[src/hw/red_pkg.sv]
//   Purpose: Shared constants and types for the rotary encoder decoder
//   Assumes: Encoder switches or buttons are active high after any board logic
//   Notes:   Switch state is {switch 2, switch 1}; forward rotation walks 00-01-11-10
package red_pkg;

  // ****************************************************************
  // Widths and depths
  // ****************************************************************
  localparam int SW_W         = 2;
  localparam int HIST_DEPTH   = 4;
  localparam int PTR_W        = 2;
  localparam int POS_W        = 16;
  localparam int SEL_W        = 3;
  localparam int BTN_UP_BIT   = 0;
  localparam int BTN_DN_BIT   = 1;

  // ****************************************************************
  // Switch states and decode select codes
  // ****************************************************************
  typedef logic [SW_W-1:0] red_sw_type;

  localparam red_sw_type ST_00 = 2'h0;
  localparam red_sw_type ST_01 = 2'h1;
  localparam red_sw_type ST_11 = 2'h3;
  localparam red_sw_type ST_10 = 2'h2;

  localparam logic [SEL_W-1:0] SEL_TWO_PAIR   = 3'h1;
  localparam logic [SEL_W-1:0] SEL_ONE_PAIR_A = 3'h2;
  localparam logic [SEL_W-1:0] SEL_ONE_PAIR_B = 3'h3;
  localparam logic [SEL_W-1:0] SEL_BUTTONS    = 3'h4;
  localparam logic [SEL_W-1:0] SEL_ALL_PAIRS  = 3'h5;

  // ****************************************************************
  // Counts and reset values
  // ****************************************************************
  localparam logic [PTR_W-1:0] PTR_ONE     = 2'h1;
  localparam logic [PTR_W-1:0] PTR_RESET   = 2'h0;
  localparam logic [1:0]       FILL_ONE    = 2'h1;
  localparam logic [1:0]       FILL_NEEDED = 2'h2;
  localparam logic [1:0]       FILL_RESET  = 2'h0;
  localparam logic [POS_W-1:0] POS_STEP    = 16'h0001;
  localparam logic [POS_W-1:0] POS_RESET   = 16'h0000;

endpackage

[src/hw/red_sync.sv]
//   Purpose: Two flip-flop synchroniser for the switch inputs
//   Assumes: Inputs may change at any time with respect to the clock
//   Notes:   Stage one is read only by stage two
module red_sync
  import red_pkg::*;
#(
  parameter int WIDTH = 2
) (
  input  wire logic             ref_clk_in,
  input  wire logic             rst_n_in,
  input  wire logic [WIDTH-1:0] d_in,
  output logic      [WIDTH-1:0] q_out
);

  // ****************************************************************
  // State
  // ****************************************************************
  typedef struct packed {
    logic [WIDTH-1:0] meta;
    logic [WIDTH-1:0] q;
    logic [1:0]       age;
  } red_sync_type;

  red_sync_type st_reg;
  red_sync_type st_next;

  // Age only feeds the check below; it saturates after two edges
  always_comb begin
    st_next      = st_reg;
    st_next.meta = d_in;
    st_next.q    = st_reg.meta;
    if (st_reg.age != FILL_NEEDED) begin
      st_next.age = st_reg.age + FILL_ONE;
    end
  end

  // Reset to constants only
  always_ff @(posedge ref_clk_in or negedge rst_n_in) begin
    if (!rst_n_in) begin
      st_reg <= '0;
    end else begin
      st_reg <= st_next;
    end
  end

  assign q_out = st_reg.q;

  a_sync_two_stage: assert property (
    @(posedge ref_clk_in) disable iff (!rst_n_in)
    (st_reg.age == FILL_NEEDED) |-> (q_out == $past(d_in, 2)))
    else $error("synchroniser output is not the input two cycles late");

endmodule

[src/hw/red_decoder.sv]
//   Purpose: Quadrature rotary encoder decoder for menu stepping
//   Assumes: Decode select is static while turning; inputs active high
//   Notes:   Other select codes count nothing but still log changes
module red_decoder
  import red_pkg::*;
(
  input  wire logic             ref_clk_in,
  input  wire logic             rst_n_in,
  input  wire logic             sw1_in,
  input  wire logic             sw2_in,
  input  wire logic [SEL_W-1:0] decode_sel_in,
  output logic                  count_up_out,
  output logic                  count_down_out,
  output logic      [POS_W-1:0] position_out,
  output red_sw_type            sw_state_out,
  output logic                  change_out
);

  // ****************************************************************
  // State and types
  // ****************************************************************
  typedef struct packed {
    logic [HIST_DEPTH-1:0][SW_W-1:0] hist;
    logic [PTR_W-1:0]                wp;
    logic [1:0]                      fill;
    red_sw_type                      cur;
    logic                            evt;
    logic                            up;
    logic                            dn;
    logic [POS_W-1:0]                pos;
  } red_state_type;

  red_state_type st_reg;
  red_state_type st_next;
  red_sw_type    sync_q;
  red_sw_type    old_s0;
  red_sw_type    old_s1;
  logic          fwd_seq;
  logic          rev_seq;
  logic          up_rise;
  logic          dn_rise;

  // ****************************************************************
  // Sequence helpers
  // ****************************************************************
  // Next state in forward direction along the gray cycle
  function automatic red_sw_type fwd_next(input red_sw_type s);
    red_sw_type r;
    case (s)
      ST_00:   r = ST_01;
      ST_01:   r = ST_11;
      ST_11:   r = ST_10;
      default: r = ST_00;
    endcase
    return r;
  endfunction

  // Next state in reverse direction along the gray cycle
  function automatic red_sw_type rev_next(input red_sw_type s);
    red_sw_type r;
    case (s)
      ST_00:   r = ST_10;
      ST_10:   r = ST_11;
      ST_11:   r = ST_01;
      default: r = ST_00;
    endcase
    return r;
  endfunction

  // Which end states of a sequence pair are watched per select code
  function automatic logic end_watched(input logic [SEL_W-1:0] sel,
                                       input red_sw_type       s);
    logic w;
    case (sel)
      SEL_ONE_PAIR_A: w = (s == ST_00);
      SEL_ONE_PAIR_B: w = (s == ST_11);
      SEL_TWO_PAIR:   w = (s == ST_00) || (s == ST_11);
      SEL_ALL_PAIRS:  w = 1'b1;
      default:        w = 1'b0;
    endcase
    return w;
  endfunction

  // ****************************************************************
  // Input synchroniser
  // ****************************************************************
  red_sync #(
    .WIDTH (SW_W)
  ) u_sync (
    .ref_clk_in (ref_clk_in),
    .rst_n_in   (rst_n_in),
    .d_in       ({sw2_in, sw1_in}),
    .q_out      (sync_q)
  );

  // ****************************************************************
  // Decode
  // ****************************************************************
  // Two oldest states of the window; the new state is the third
  assign old_s0  = st_reg.hist[st_reg.wp - PTR_ONE];
  assign old_s1  = st_reg.hist[st_reg.wp];
  // Reversal inside a window breaks both chains, so bounce never counts
  assign fwd_seq = (old_s1 == fwd_next(old_s0)) && (sync_q == fwd_next(old_s1));
  assign rev_seq = (old_s1 == rev_next(old_s0)) && (sync_q == rev_next(old_s1));
  // Both buttons at once is ambiguous, so neither counts
  assign up_rise = sync_q[BTN_UP_BIT] && !st_reg.cur[BTN_UP_BIT];
  assign dn_rise = sync_q[BTN_DN_BIT] && !st_reg.cur[BTN_DN_BIT];

  // Next state: log, evaluate, count
  always_comb begin
    st_next     = st_reg;
    st_next.evt = 1'b0;
    st_next.up  = 1'b0;
    st_next.dn  = 1'b0;
    if (sync_q != st_reg.cur) begin
      st_next.evt            = 1'b1;
      st_next.cur            = sync_q;
      st_next.wp             = st_reg.wp + PTR_ONE;
      st_next.hist[st_next.wp] = sync_q;
      if (st_reg.fill != FILL_NEEDED) begin
        st_next.fill = st_reg.fill + FILL_ONE;
      end
      if (decode_sel_in == SEL_BUTTONS) begin
        st_next.up = up_rise && !dn_rise;
        st_next.dn = dn_rise && !up_rise;
      end else if ((st_reg.fill == FILL_NEEDED)
                   && end_watched(decode_sel_in, sync_q)) begin
        st_next.up = fwd_seq;
        st_next.dn = rev_seq;
      end
    end
    // Position wraps; menus only look at the steps
    if (st_next.up) begin
      st_next.pos = st_reg.pos + POS_STEP;
    end else if (st_next.dn) begin
      st_next.pos = st_reg.pos - POS_STEP;
    end
  end

  // State register
  always_ff @(posedge ref_clk_in or negedge rst_n_in) begin
    if (!rst_n_in) begin
      st_reg      <= '0;
      st_reg.wp   <= PTR_RESET;
      st_reg.fill <= FILL_RESET;
      st_reg.pos  <= POS_RESET;
    end else begin
      st_reg <= st_next;
    end
  end

  // ****************************************************************
  // Outputs, all straight from the state register
  // ****************************************************************
  assign count_up_out   = st_reg.up;
  assign count_down_out = st_reg.dn;
  assign position_out   = st_reg.pos;
  assign sw_state_out   = st_reg.cur;
  assign change_out     = st_reg.evt;

  // ****************************************************************
  // Checks
  // ****************************************************************
  a_step_exclusive: assert property (
    @(posedge ref_clk_in) disable iff (!rst_n_in)
    !(count_up_out && count_down_out))
    else $error("up and down step in the same cycle");

  a_step_needs_change: assert property (
    @(posedge ref_clk_in) disable iff (!rst_n_in)
    (count_up_out || count_down_out) |-> (change_out && sw_state_out != $past(sw_state_out)))
    else $error("step without a logged switch change");

  a_change_logged: assert property (
    @(posedge ref_clk_in) disable iff (!rst_n_in)
    (sync_q != sw_state_out) |=> (change_out && sw_state_out == $past(sync_q)
                                  && st_reg.hist[st_reg.wp] == $past(sync_q)))
    else $error("switch change not logged into history");

  a_one_pair_end: assert property (
    @(posedge ref_clk_in) disable iff (!rst_n_in)
    ((count_up_out || count_down_out) && $past(decode_sel_in) == SEL_ONE_PAIR_A)
      |-> (sw_state_out == ST_00))
    else $error("single pair mode counted at a wrong state");

  a_two_pair_end: assert property (
    @(posedge ref_clk_in) disable iff (!rst_n_in)
    ((count_up_out || count_down_out) && $past(decode_sel_in) == SEL_TWO_PAIR)
      |-> (sw_state_out == ST_00 || sw_state_out == ST_11))
    else $error("two pair mode counted at a wrong state");

  a_full_res_fwd: assert property (
    @(posedge ref_clk_in) disable iff (!rst_n_in)
    (decode_sel_in == SEL_ALL_PAIRS && st_reg.fill == FILL_NEEDED
     && sync_q != st_reg.cur && fwd_seq) |=> count_up_out)
    else $error("full resolution missed a forward step");

  a_bounce_blocked: assert property (
    @(posedge ref_clk_in) disable iff (!rst_n_in)
    (decode_sel_in != SEL_BUTTONS && sync_q != st_reg.cur && sync_q == old_s0)
      |=> !(count_up_out || count_down_out))
    else $error("bounce back produced a step");

  a_button_up: assert property (
    @(posedge ref_clk_in) disable iff (!rst_n_in)
    (decode_sel_in == SEL_BUTTONS && up_rise && !dn_rise) |=> (count_up_out
      && position_out == $past(position_out) + POS_STEP))
    else $error("button press did not step up");

  a_idle_select: assert property (
    @(posedge ref_clk_in) disable iff (!rst_n_in)
    ($past(decode_sel_in) == 3'h0 || $past(decode_sel_in) > SEL_ALL_PAIRS)
      |-> !(count_up_out || count_down_out))
    else $error("step with an unused select code");

endmodule

[config.mk]
export PLATFORM = sky130hd
export DESIGN_NAME = red_decoder
export DESIGN_NICKNAME = d
export VERILOG_FILES = /design/src/hw/red_pkg.sv /design/src/hw/red_sync.sv /design/src/hw/red_decoder.sv
export SDC_FILE = /design/constraint.sdc
export NUM_CORES = 1
export LEC_CHECK = 0
export BUFFER_PORTS_ARGS = -buffer_cell sky130_fd_sc_hd__buf_2
export CORE_MARGIN = 4
export CORE_UTILIZATION = 55
export CTS_CLUSTER_SIZE = 16
export DETAILED_ROUTE_END_ITERATION = 12
export PLACE_DENSITY_LB_ADDON = 0.1
export SETUP_SLACK_MARGIN = 0.5
export SKIP_LAST_GASP = 1
export SYNTH_ARGS = -nofsm -noshare
export SYNTH_HDL_FRONTEND = slang
export SYNTH_SLANG_ARGS = --single-unit
[constraint.sdc]
create_clock -name ref_clk_in -period 12.16 [get_ports ref_clk_in]
set_clock_uncertainty 0.05 [all_clocks]
set_input_delay 1.216 -clock ref_clk_in [delete_from_list [all_inputs] [get_ports ref_clk_in]]
set_output_delay 1.216 -clock ref_clk_in [all_outputs]
set_load 0.01 [all_outputs]
==> results of run 1 <==
==> worst max-delay path, stage by stage, from the launching register on <==
cell       delay (ns)
dfrtp_1          0.55
inv_1            0.13
ha_1             0.45
mux2i_1          0.27
nand2_1          0.08
mux4_2           0.50
o31ai_4          0.42
inv_1            0.35
ha_1             0.49
o21ai_0          0.18
a2111oi_0        0.49
a211oi_1         0.17
a21boi_0         0.27
mux2i_1          0.27
xnor2_1          0.14
==> cells in the mapped netlist, types with 3 or more instances <==
cell	count	area share, %
mux2_1	4	1.7
clkinv_1	3	0.42
mux4_2	3	2.5
mux2_4	8	4.5
a211oi_1	3	0.84
buf_4	19	5.3
nor2_2	3	0.70
nand2_1	34	4.7
xor2_1	4	1.3
mux2_2	3	1.3
o21a_1	3	0.84
xnor2_1	9	2.9
o21ai_0	19	3.5
mux2i_1	5	1.9
nor2_1	5	0.70
nor3_1	3	0.56
inv_1	14	1.9
a21oi_1	16	3.0
dfrtp_1	37	34
ha_1	23	11
nand3_1	3	0.56
==> power by group <==
group          internal (W)  total (W)  switching (W)
combinational      0.000243   0.000518       0.000275
clock             0.0000450  0.0000870      0.0000420
sequential         0.000176   0.000228      0.0000513
total              0.000464   0.000832       0.000368
==> cells in the final DEF, fill, tap and decap left out, drive strengths merged, types with 2 or more instances in the layout <==
| cell type | count |
|---|---|
| and3 | 2 |
| mux4 | 4 |
| o21ai | 19 |
| a21oi | 16 |
| nor4 | 2 |
| buf | 27 |
| or3 | 3 |
| xor2 | 4 |
| a21boi | 2 |
| nor4b | 2 |
| or2 | 3 |
| nand3 | 3 |
| nand2b | 2 |
| nor3 | 3 |
| nand3b | 2 |
| a211oi | 3 |
| dfrtp | 37 |
| and2 | 2 |
| xnor2 | 9 |
| o21a | 3 |
| nor2b | 2 |
| o211ai | 2 |
| inv | 14 |
| clkinv | 3 |
| nand2 | 34 |
| mux2i | 5 |
| ha | 23 |
| nor3b | 2 |
| nor2 | 8 |
| o31ai | 4 |
| mux2 | 15 |
| a2111oi | 2 |
| clkbuf | 7 |
==> cell type report <==
cell class,count,share of cell area [%]
Timing Repair Buffer,27,4.81
Multi-Input combinational cell,191,53.9
Sequential cell,37,32.9
Inverter,17,2.27
Clock buffer,7,3.07
Tap cell,67,2.98
==> per-stage QoR <==
stage	total power [W]	instance area [sq um]	util (%)	hold slack, ns
3_3_place_gp	0.000736	2730	57.7	0.283
3_5_place_dp	0.000745	2730	57.7	0.287
4_1_cts	0.000838	2810	59.5	0.304
6_report	0.000832	2810	59.5	0.302
5_1_grt	0.000920	2810	59.5	0.319
2_1_floorplan	0.000682	2700	-	0.281
==> cells by family (layout without fill, tap and decap cells) <==
kind of cell | Yosys count | in the layout | synth area share, %
AO/OA/AOI/OAI | 59 | 59 | 14.7
adder cells (fa/ha/maj) | 24 | 24 | 11.4
XOR/XNOR | 13 | 13 | 4.22
buffers and inverters | 40 | 51 | 9.42
flip-flops | 37 | 37 | 34.3
multiplexers | 24 | 24 | 12.7
AND/OR/NAND/NOR | 71 | 71 | 13.2
==> routing by layer <==
layer / vias to the layer above / track usage, % / part of all wire [%]
li1: 953 / - / -
met1: 883 / 25.8 / 50
met2: 29 / 27.7 / 44
met3: 4 / 3.67 / 4.5
met4: 0 / 5.24 / 1.0
met5: - / 0 / 0
==> path summary, 6_finish.rpt <==
| kind | endpoint | slack [ns] | cells past startpoint |
|---|---|---|---|
| min in group asynchronous | sw_state_out[0] | 0.98 | 1 |
| max in group asynchronous | change_out | 10.56 | 1 |
| hold / removal | u_sync.q_out[1] | 0.30 | 0 |
| hold reg to reg | u_sync.q_out[1] | 0.30 | 0 |
| setup reg to reg | position_out[15] | 7.26 | 14 |
| setup / recovery | position_out[15] | 7.26 | 14 |
==> out/qor.csv, run 1 <==
metric,value,unit
drive_gt1_share,20.1,%
vias,1869,
fmax,0.204,GHz
numCtsBuffers,5,
gp_congestion,0.824,
ant_nets,0,
ys_warn_count,0,
synth-edff-count,0,
synth_cell_types,52,
worst_skew_pair.late_latency,0.28,ns
syn_area_per_cell,10.1,sq um
final_hold_viol_count,0,
crit_path_start_kind,flip-flop,
largest_reg_flops,16,
place_ws,7.24,ns
synth.yosys.seq_area_share,34.3,%
antenna_found_initial,0,
die_area,0.00609,sq mm
worst_ep_arrival_time,5.06,ns
crit_path_end_kind,flip-flop,
drtIter0Drc,64,
instances_no_fill,346,
startpoint,st_reg[24],
hold_class,flip-flop to flip-flop,
regArea,926,sq um
ys_ff_latch,37,
netlist_instances,268,
cp_max_fo,14,
grt-ovfl-total,0,
fillCellCount,412,
holdCritStartpoint,u_sync.st_next[3],
ys.flop_type,dfrtp_1,
grt_pass1_wl,8740,um
clkSinkCount,37,
setup.worst_path.class,flip-flop to flip-flop,
maxCapViolCount,0,
io_buffer_count,27,
fin_crit,4.90,ns
drcViolationCount,0,
wire_per_inst,14.2,um
coreArea,0.00472,sq mm
cts_resized,0,
clk_pin_slew,0.07,ns
multi_input_area,0.00152,sq mm
fin_setup_tns,0,ns
die_x,78.0,um
htreeDepth,2,
antenna_cells,0,
placementRows,25,
powerDensity,296,mW/mm^2
cellLeakagePower,1.28,nW
setup_viol,0,
wl,4920,um
worst_ep_required_time,12.32,ns
outcome,"finished, final reports clean",
die_h,78.0,um
worst_pin_slew,0.826,ns
maxSlewViolCount,0,
timing.rr.start,st_reg[24],
timing.final.ws_setup,7.26,ns
start_util,57.1,%
cts_tree,done,
post-place-cells,339,
first_pass_iters,4,
clk_path_buf_depth,2,
cts_root_buffer,clkbuf_8,
relSlewSlack,44.9,%
fin_crit_sh,40.3,%
syn_nets,299,
area_growth_syn_to_layout,4.27,%
grt_use_total,18.0,%
ys_async_sr_fraction,100,%
syn_area,0.00270,sq mm
cts_hold_buf,0,
grt_pass1_vias,1852,
vias_per_cell,5.40,
rsz0062_at_grt,false,
grt_max_degree,38,
post-cts-setup-buffers,0,
post-dp-hpwl,3680,um
ir_worst_vdd,142,uV
nets,310,
ios,28,
No activity file was read; power rests on OpenSTA's default activity.
==> inputs of run 2 (changes only) <==
ABC_AREA = 1   (was not set)
CORE_UTILIZATION = 54   (was 55)
clock period = 3.9 ns   (was 12.16 ns; I/O delays follow)
==> run 2 against run 1 <==
Effect of this change:
- design area rose by 8.4%
- fmax rose by 54%
- synthesized cell count rose by 40%
- sequential power rose to 2.9 times the previous value
- combinational power rose to 3.6 times the previous value
- worst setup slack got worse by 6.5 ns
- critical path type unchanged
==> out/qor.csv, run 2 <==
metric,value,unit,change
gp_congestion,0.878,,+6.6%
placementRows,25,,unchanged
ys.flop_type,dfrtp_1,,
grt_pass1_wl,9830,um,+13%
setup_viol,0,,unchanged
ff2ff_path_depth,20,,+6
clkSinkCount,37,,unchanged
synth.top_cell.area_share,33.8,%,-0.52 points
ys_ff_latch,37,,unchanged
clk_path_buf_depth,2,,unchanged
first_pass_iters,4,,unchanged
clk_pin_slew,0.08,ns,about the same
worst_ep_arrival_time,3.35,ns,-1.71 ns
maxSlewViolCount,0,,unchanged
r2r_setup_slack,0.72,ns,-6.54 ns
syn_area_per_cell,7.32,sq um,-27%
grt-ovfl-total,0,,unchanged
ios,28,,unchanged
start_util,56.8,%,-0.25 points
cts_hold_buf,0,,unchanged
fin_crit_sh,81.4,%,+41 points
synth_area_leaders,"dfrtp_1, nand2_1, ha_1",,
ys_warn_count,0,,unchanged
cts_root_buffer,clkbuf_8,,
cts_tree,done,,
instances_no_fill,460,,+33%
synth-edff-count,0,,unchanged
htreeDepth,2,,unchanged
finish.instance_area,0.00305,sq mm,+8.4%
drcViolationCount,0,,unchanged
hold_class,primary input to async pin,,
vias_per_cell,5.10,,-5.5%
syn_nets,405,,+35%
grt_pass1_vias,2202,,+19%
antenna_found_initial,0,,unchanged
wire_per_inst,12.8,um,-9.8%
outcome,"finished, final reports clean",,
coreArea,0.00482,sq mm,+2.0%
nets,423,,+36%
final_util,63.2,%,+3.7 points
synth_common_cells,"nand2_1, dfrtp_1, nand3_1",,
maxCapViolCount,0,,unchanged
final_cell_mix,"nand2_1, dfrtp_1, nand3_1, inv_1, buf_2",,
die_x,79.2,um,+1.5%
rsz0062_at_grt,false,,
netlist_instances,374,,+40%
die_area,0.00627,sq mm,+3.1%
drive_gt1_share,19.3,%,-0.73 points
grt_max_degree,38,,unchanged
finalHoldWorstSlack,0.145,ns,-0.157 ns
final_hold_viol_count,0,,unchanged
synth_cell_types,23,,-56%
worst_ep_required_time,4.08,ns,-8.24 ns
antenna_cells,0,,unchanged
timing.rr.start,st_reg[24],,
worst_skew_pair.late_latency,0.29,ns,about the same
cellLeakagePower,1.68,nW,+31%
relSlewSlack,45.0,%,+0.056 points
area_growth_syn_to_layout,11.3,%,
die_h,79.2,um,+1.5%
ys_async_sr_fraction,100,%,unchanged
setup.worst_path.class,flip-flop to flip-flop,,
numCtsBuffers,5,,unchanged
syn_area,0.00274,sq mm,+1.5%
post-place-cells,448,,+32%
powerDensity,914,mW/mm^2,+210%
synth.yosys.seq_area_share,33.8,%,-0.52 points
fin_crit,3.18,ns,-1.72 ns
synth_most_common_cell,nand2_1,,
fmax,0.315,GHz,+54%
largest_reg_flops,16,,unchanged
crit_path_end_kind,flip-flop,,
final_common_cell,nand2_1,,
wl,5900,um,+20%
cp_max_fo,15,,+1
post-dp-hpwl,4240,um,+15%
drtIter0Drc,120,,+88%
crit_path_start_kind,flip-flop,,
worst_pin_slew,0.825,ns,-0.000839 ns
ant_nets,0,,unchanged
netlist.top_cell.by_area,dfrtp_1,,
fin_setup_tns,0,ns,unchanged
ir_worst_vdd,442,uV,+210%
dpl-instance-area,0.00280,sq mm,+2.8%
io_buffer_count,27,,unchanged
vias,2347,,+26%
r2r_end,position_out[10],,
grt_use_total,19.8,%,+1.8 points
-- run 2: power by group --
| part | switching [W] | leakage [nW] | internal, W | total (W) |
|---|---|---|---|---|
| clock | 0.000141 | 0.0439 | 0.000123 | 0.000265 |
| combinational | 0.00111 | 1.18 | 0.000742 | 0.00185 |
| sequential | 0.000134 | 0.458 | 0.000539 | 0.000672 |
-- run 2: layout make-up --
type / instances / area, sq um
Inverter: 35 / 134
Clock inverter: 3 / 17.5
Sequential cell: 37 / 927
Tap cell: 67 / 83.8
Clock buffer: 5 / 68.8
Multi-Input combinational cell: 279 / 1620
Timing Repair Buffer: 34 / 195
Fill cell: 453 / 1770
-- run 2: stage by stage --
stage                     power (W)  worst slack, ns
after floorplan             0.00205            0.623
after global placement      0.00229            0.542
after detailed placement    0.00232            0.425
after CTS                   0.00261            0.517
after global routing        0.00308            0.482
final                       0.00278            0.724
-- run 2: layer usage --
metal | share of wire [%] | GRT usage, % | vias up
li1 | - | - | 1211
met1 | 43 | 24.0 | 1083
met2 | 52 | 35.0 | 47
met3 | 3.6 | 3.74 | 6
met4 | 0.83 | 6.87 | 0
met5 | 0 | 0 | -
-- run 2: worst max-delay path by stage --
stage	from	to	slack, ns	depth (start not counted)
2_1_floorplan	st_reg[24]	position_out[12]	0.62	22
3_3_place_gp	st_reg[24]	position_out[15]	0.54	21
3_5_place_dp	st_reg[24]	position_out[12]	0.43	21
4_1_cts	st_reg[24]	position_out[15]	0.52	21
5_1_grt	st_reg[23]	position_out[12]	0.48	22
6_report	st_reg[24]	position_out[10]	0.72	20
-- run 2: kinds of logic after synthesis --
family | after synthesis | share of synthesized area, %
xor gates and xnor gates | 13 | 4.16
adders and majority gates | 24 | 11.2
and+or+nand+nor | 201 | 31.8
DFF | 37 | 33.8
AOI/OAI and AO/OA | 41 | 7.77
buffers and inverters | 58 | 11.2
-- run 2: repair_timing --
item / in CTS / in global routing
buffers inserted: 0 / 4
pin swaps: 0 / 4
endpoints found under the setup margin: 4 / 9
resized for setup: 2 / 28
-- run 2: critical path: stages, from the launching register on --
cell,delay (ns)
dfrtp_2,0.42
inv_2,0.12
ha_2,0.33
inv_2,0.09
nand3_1,0.07
nand2_1,0.07
nand2_1,0.05
nand2_1,0.07
nor2_1,0.04
nand3_1,0.07
nand2_2,0.09
nand2_8,0.13
inv_1,0.10
fa_1,0.43
o21ai_2,0.22
a21oi_4,0.10
o21bai_1,0.22
buf_4,0.15
xor2_1,0.16
nand2_1,0.08
nand2_1,0.06
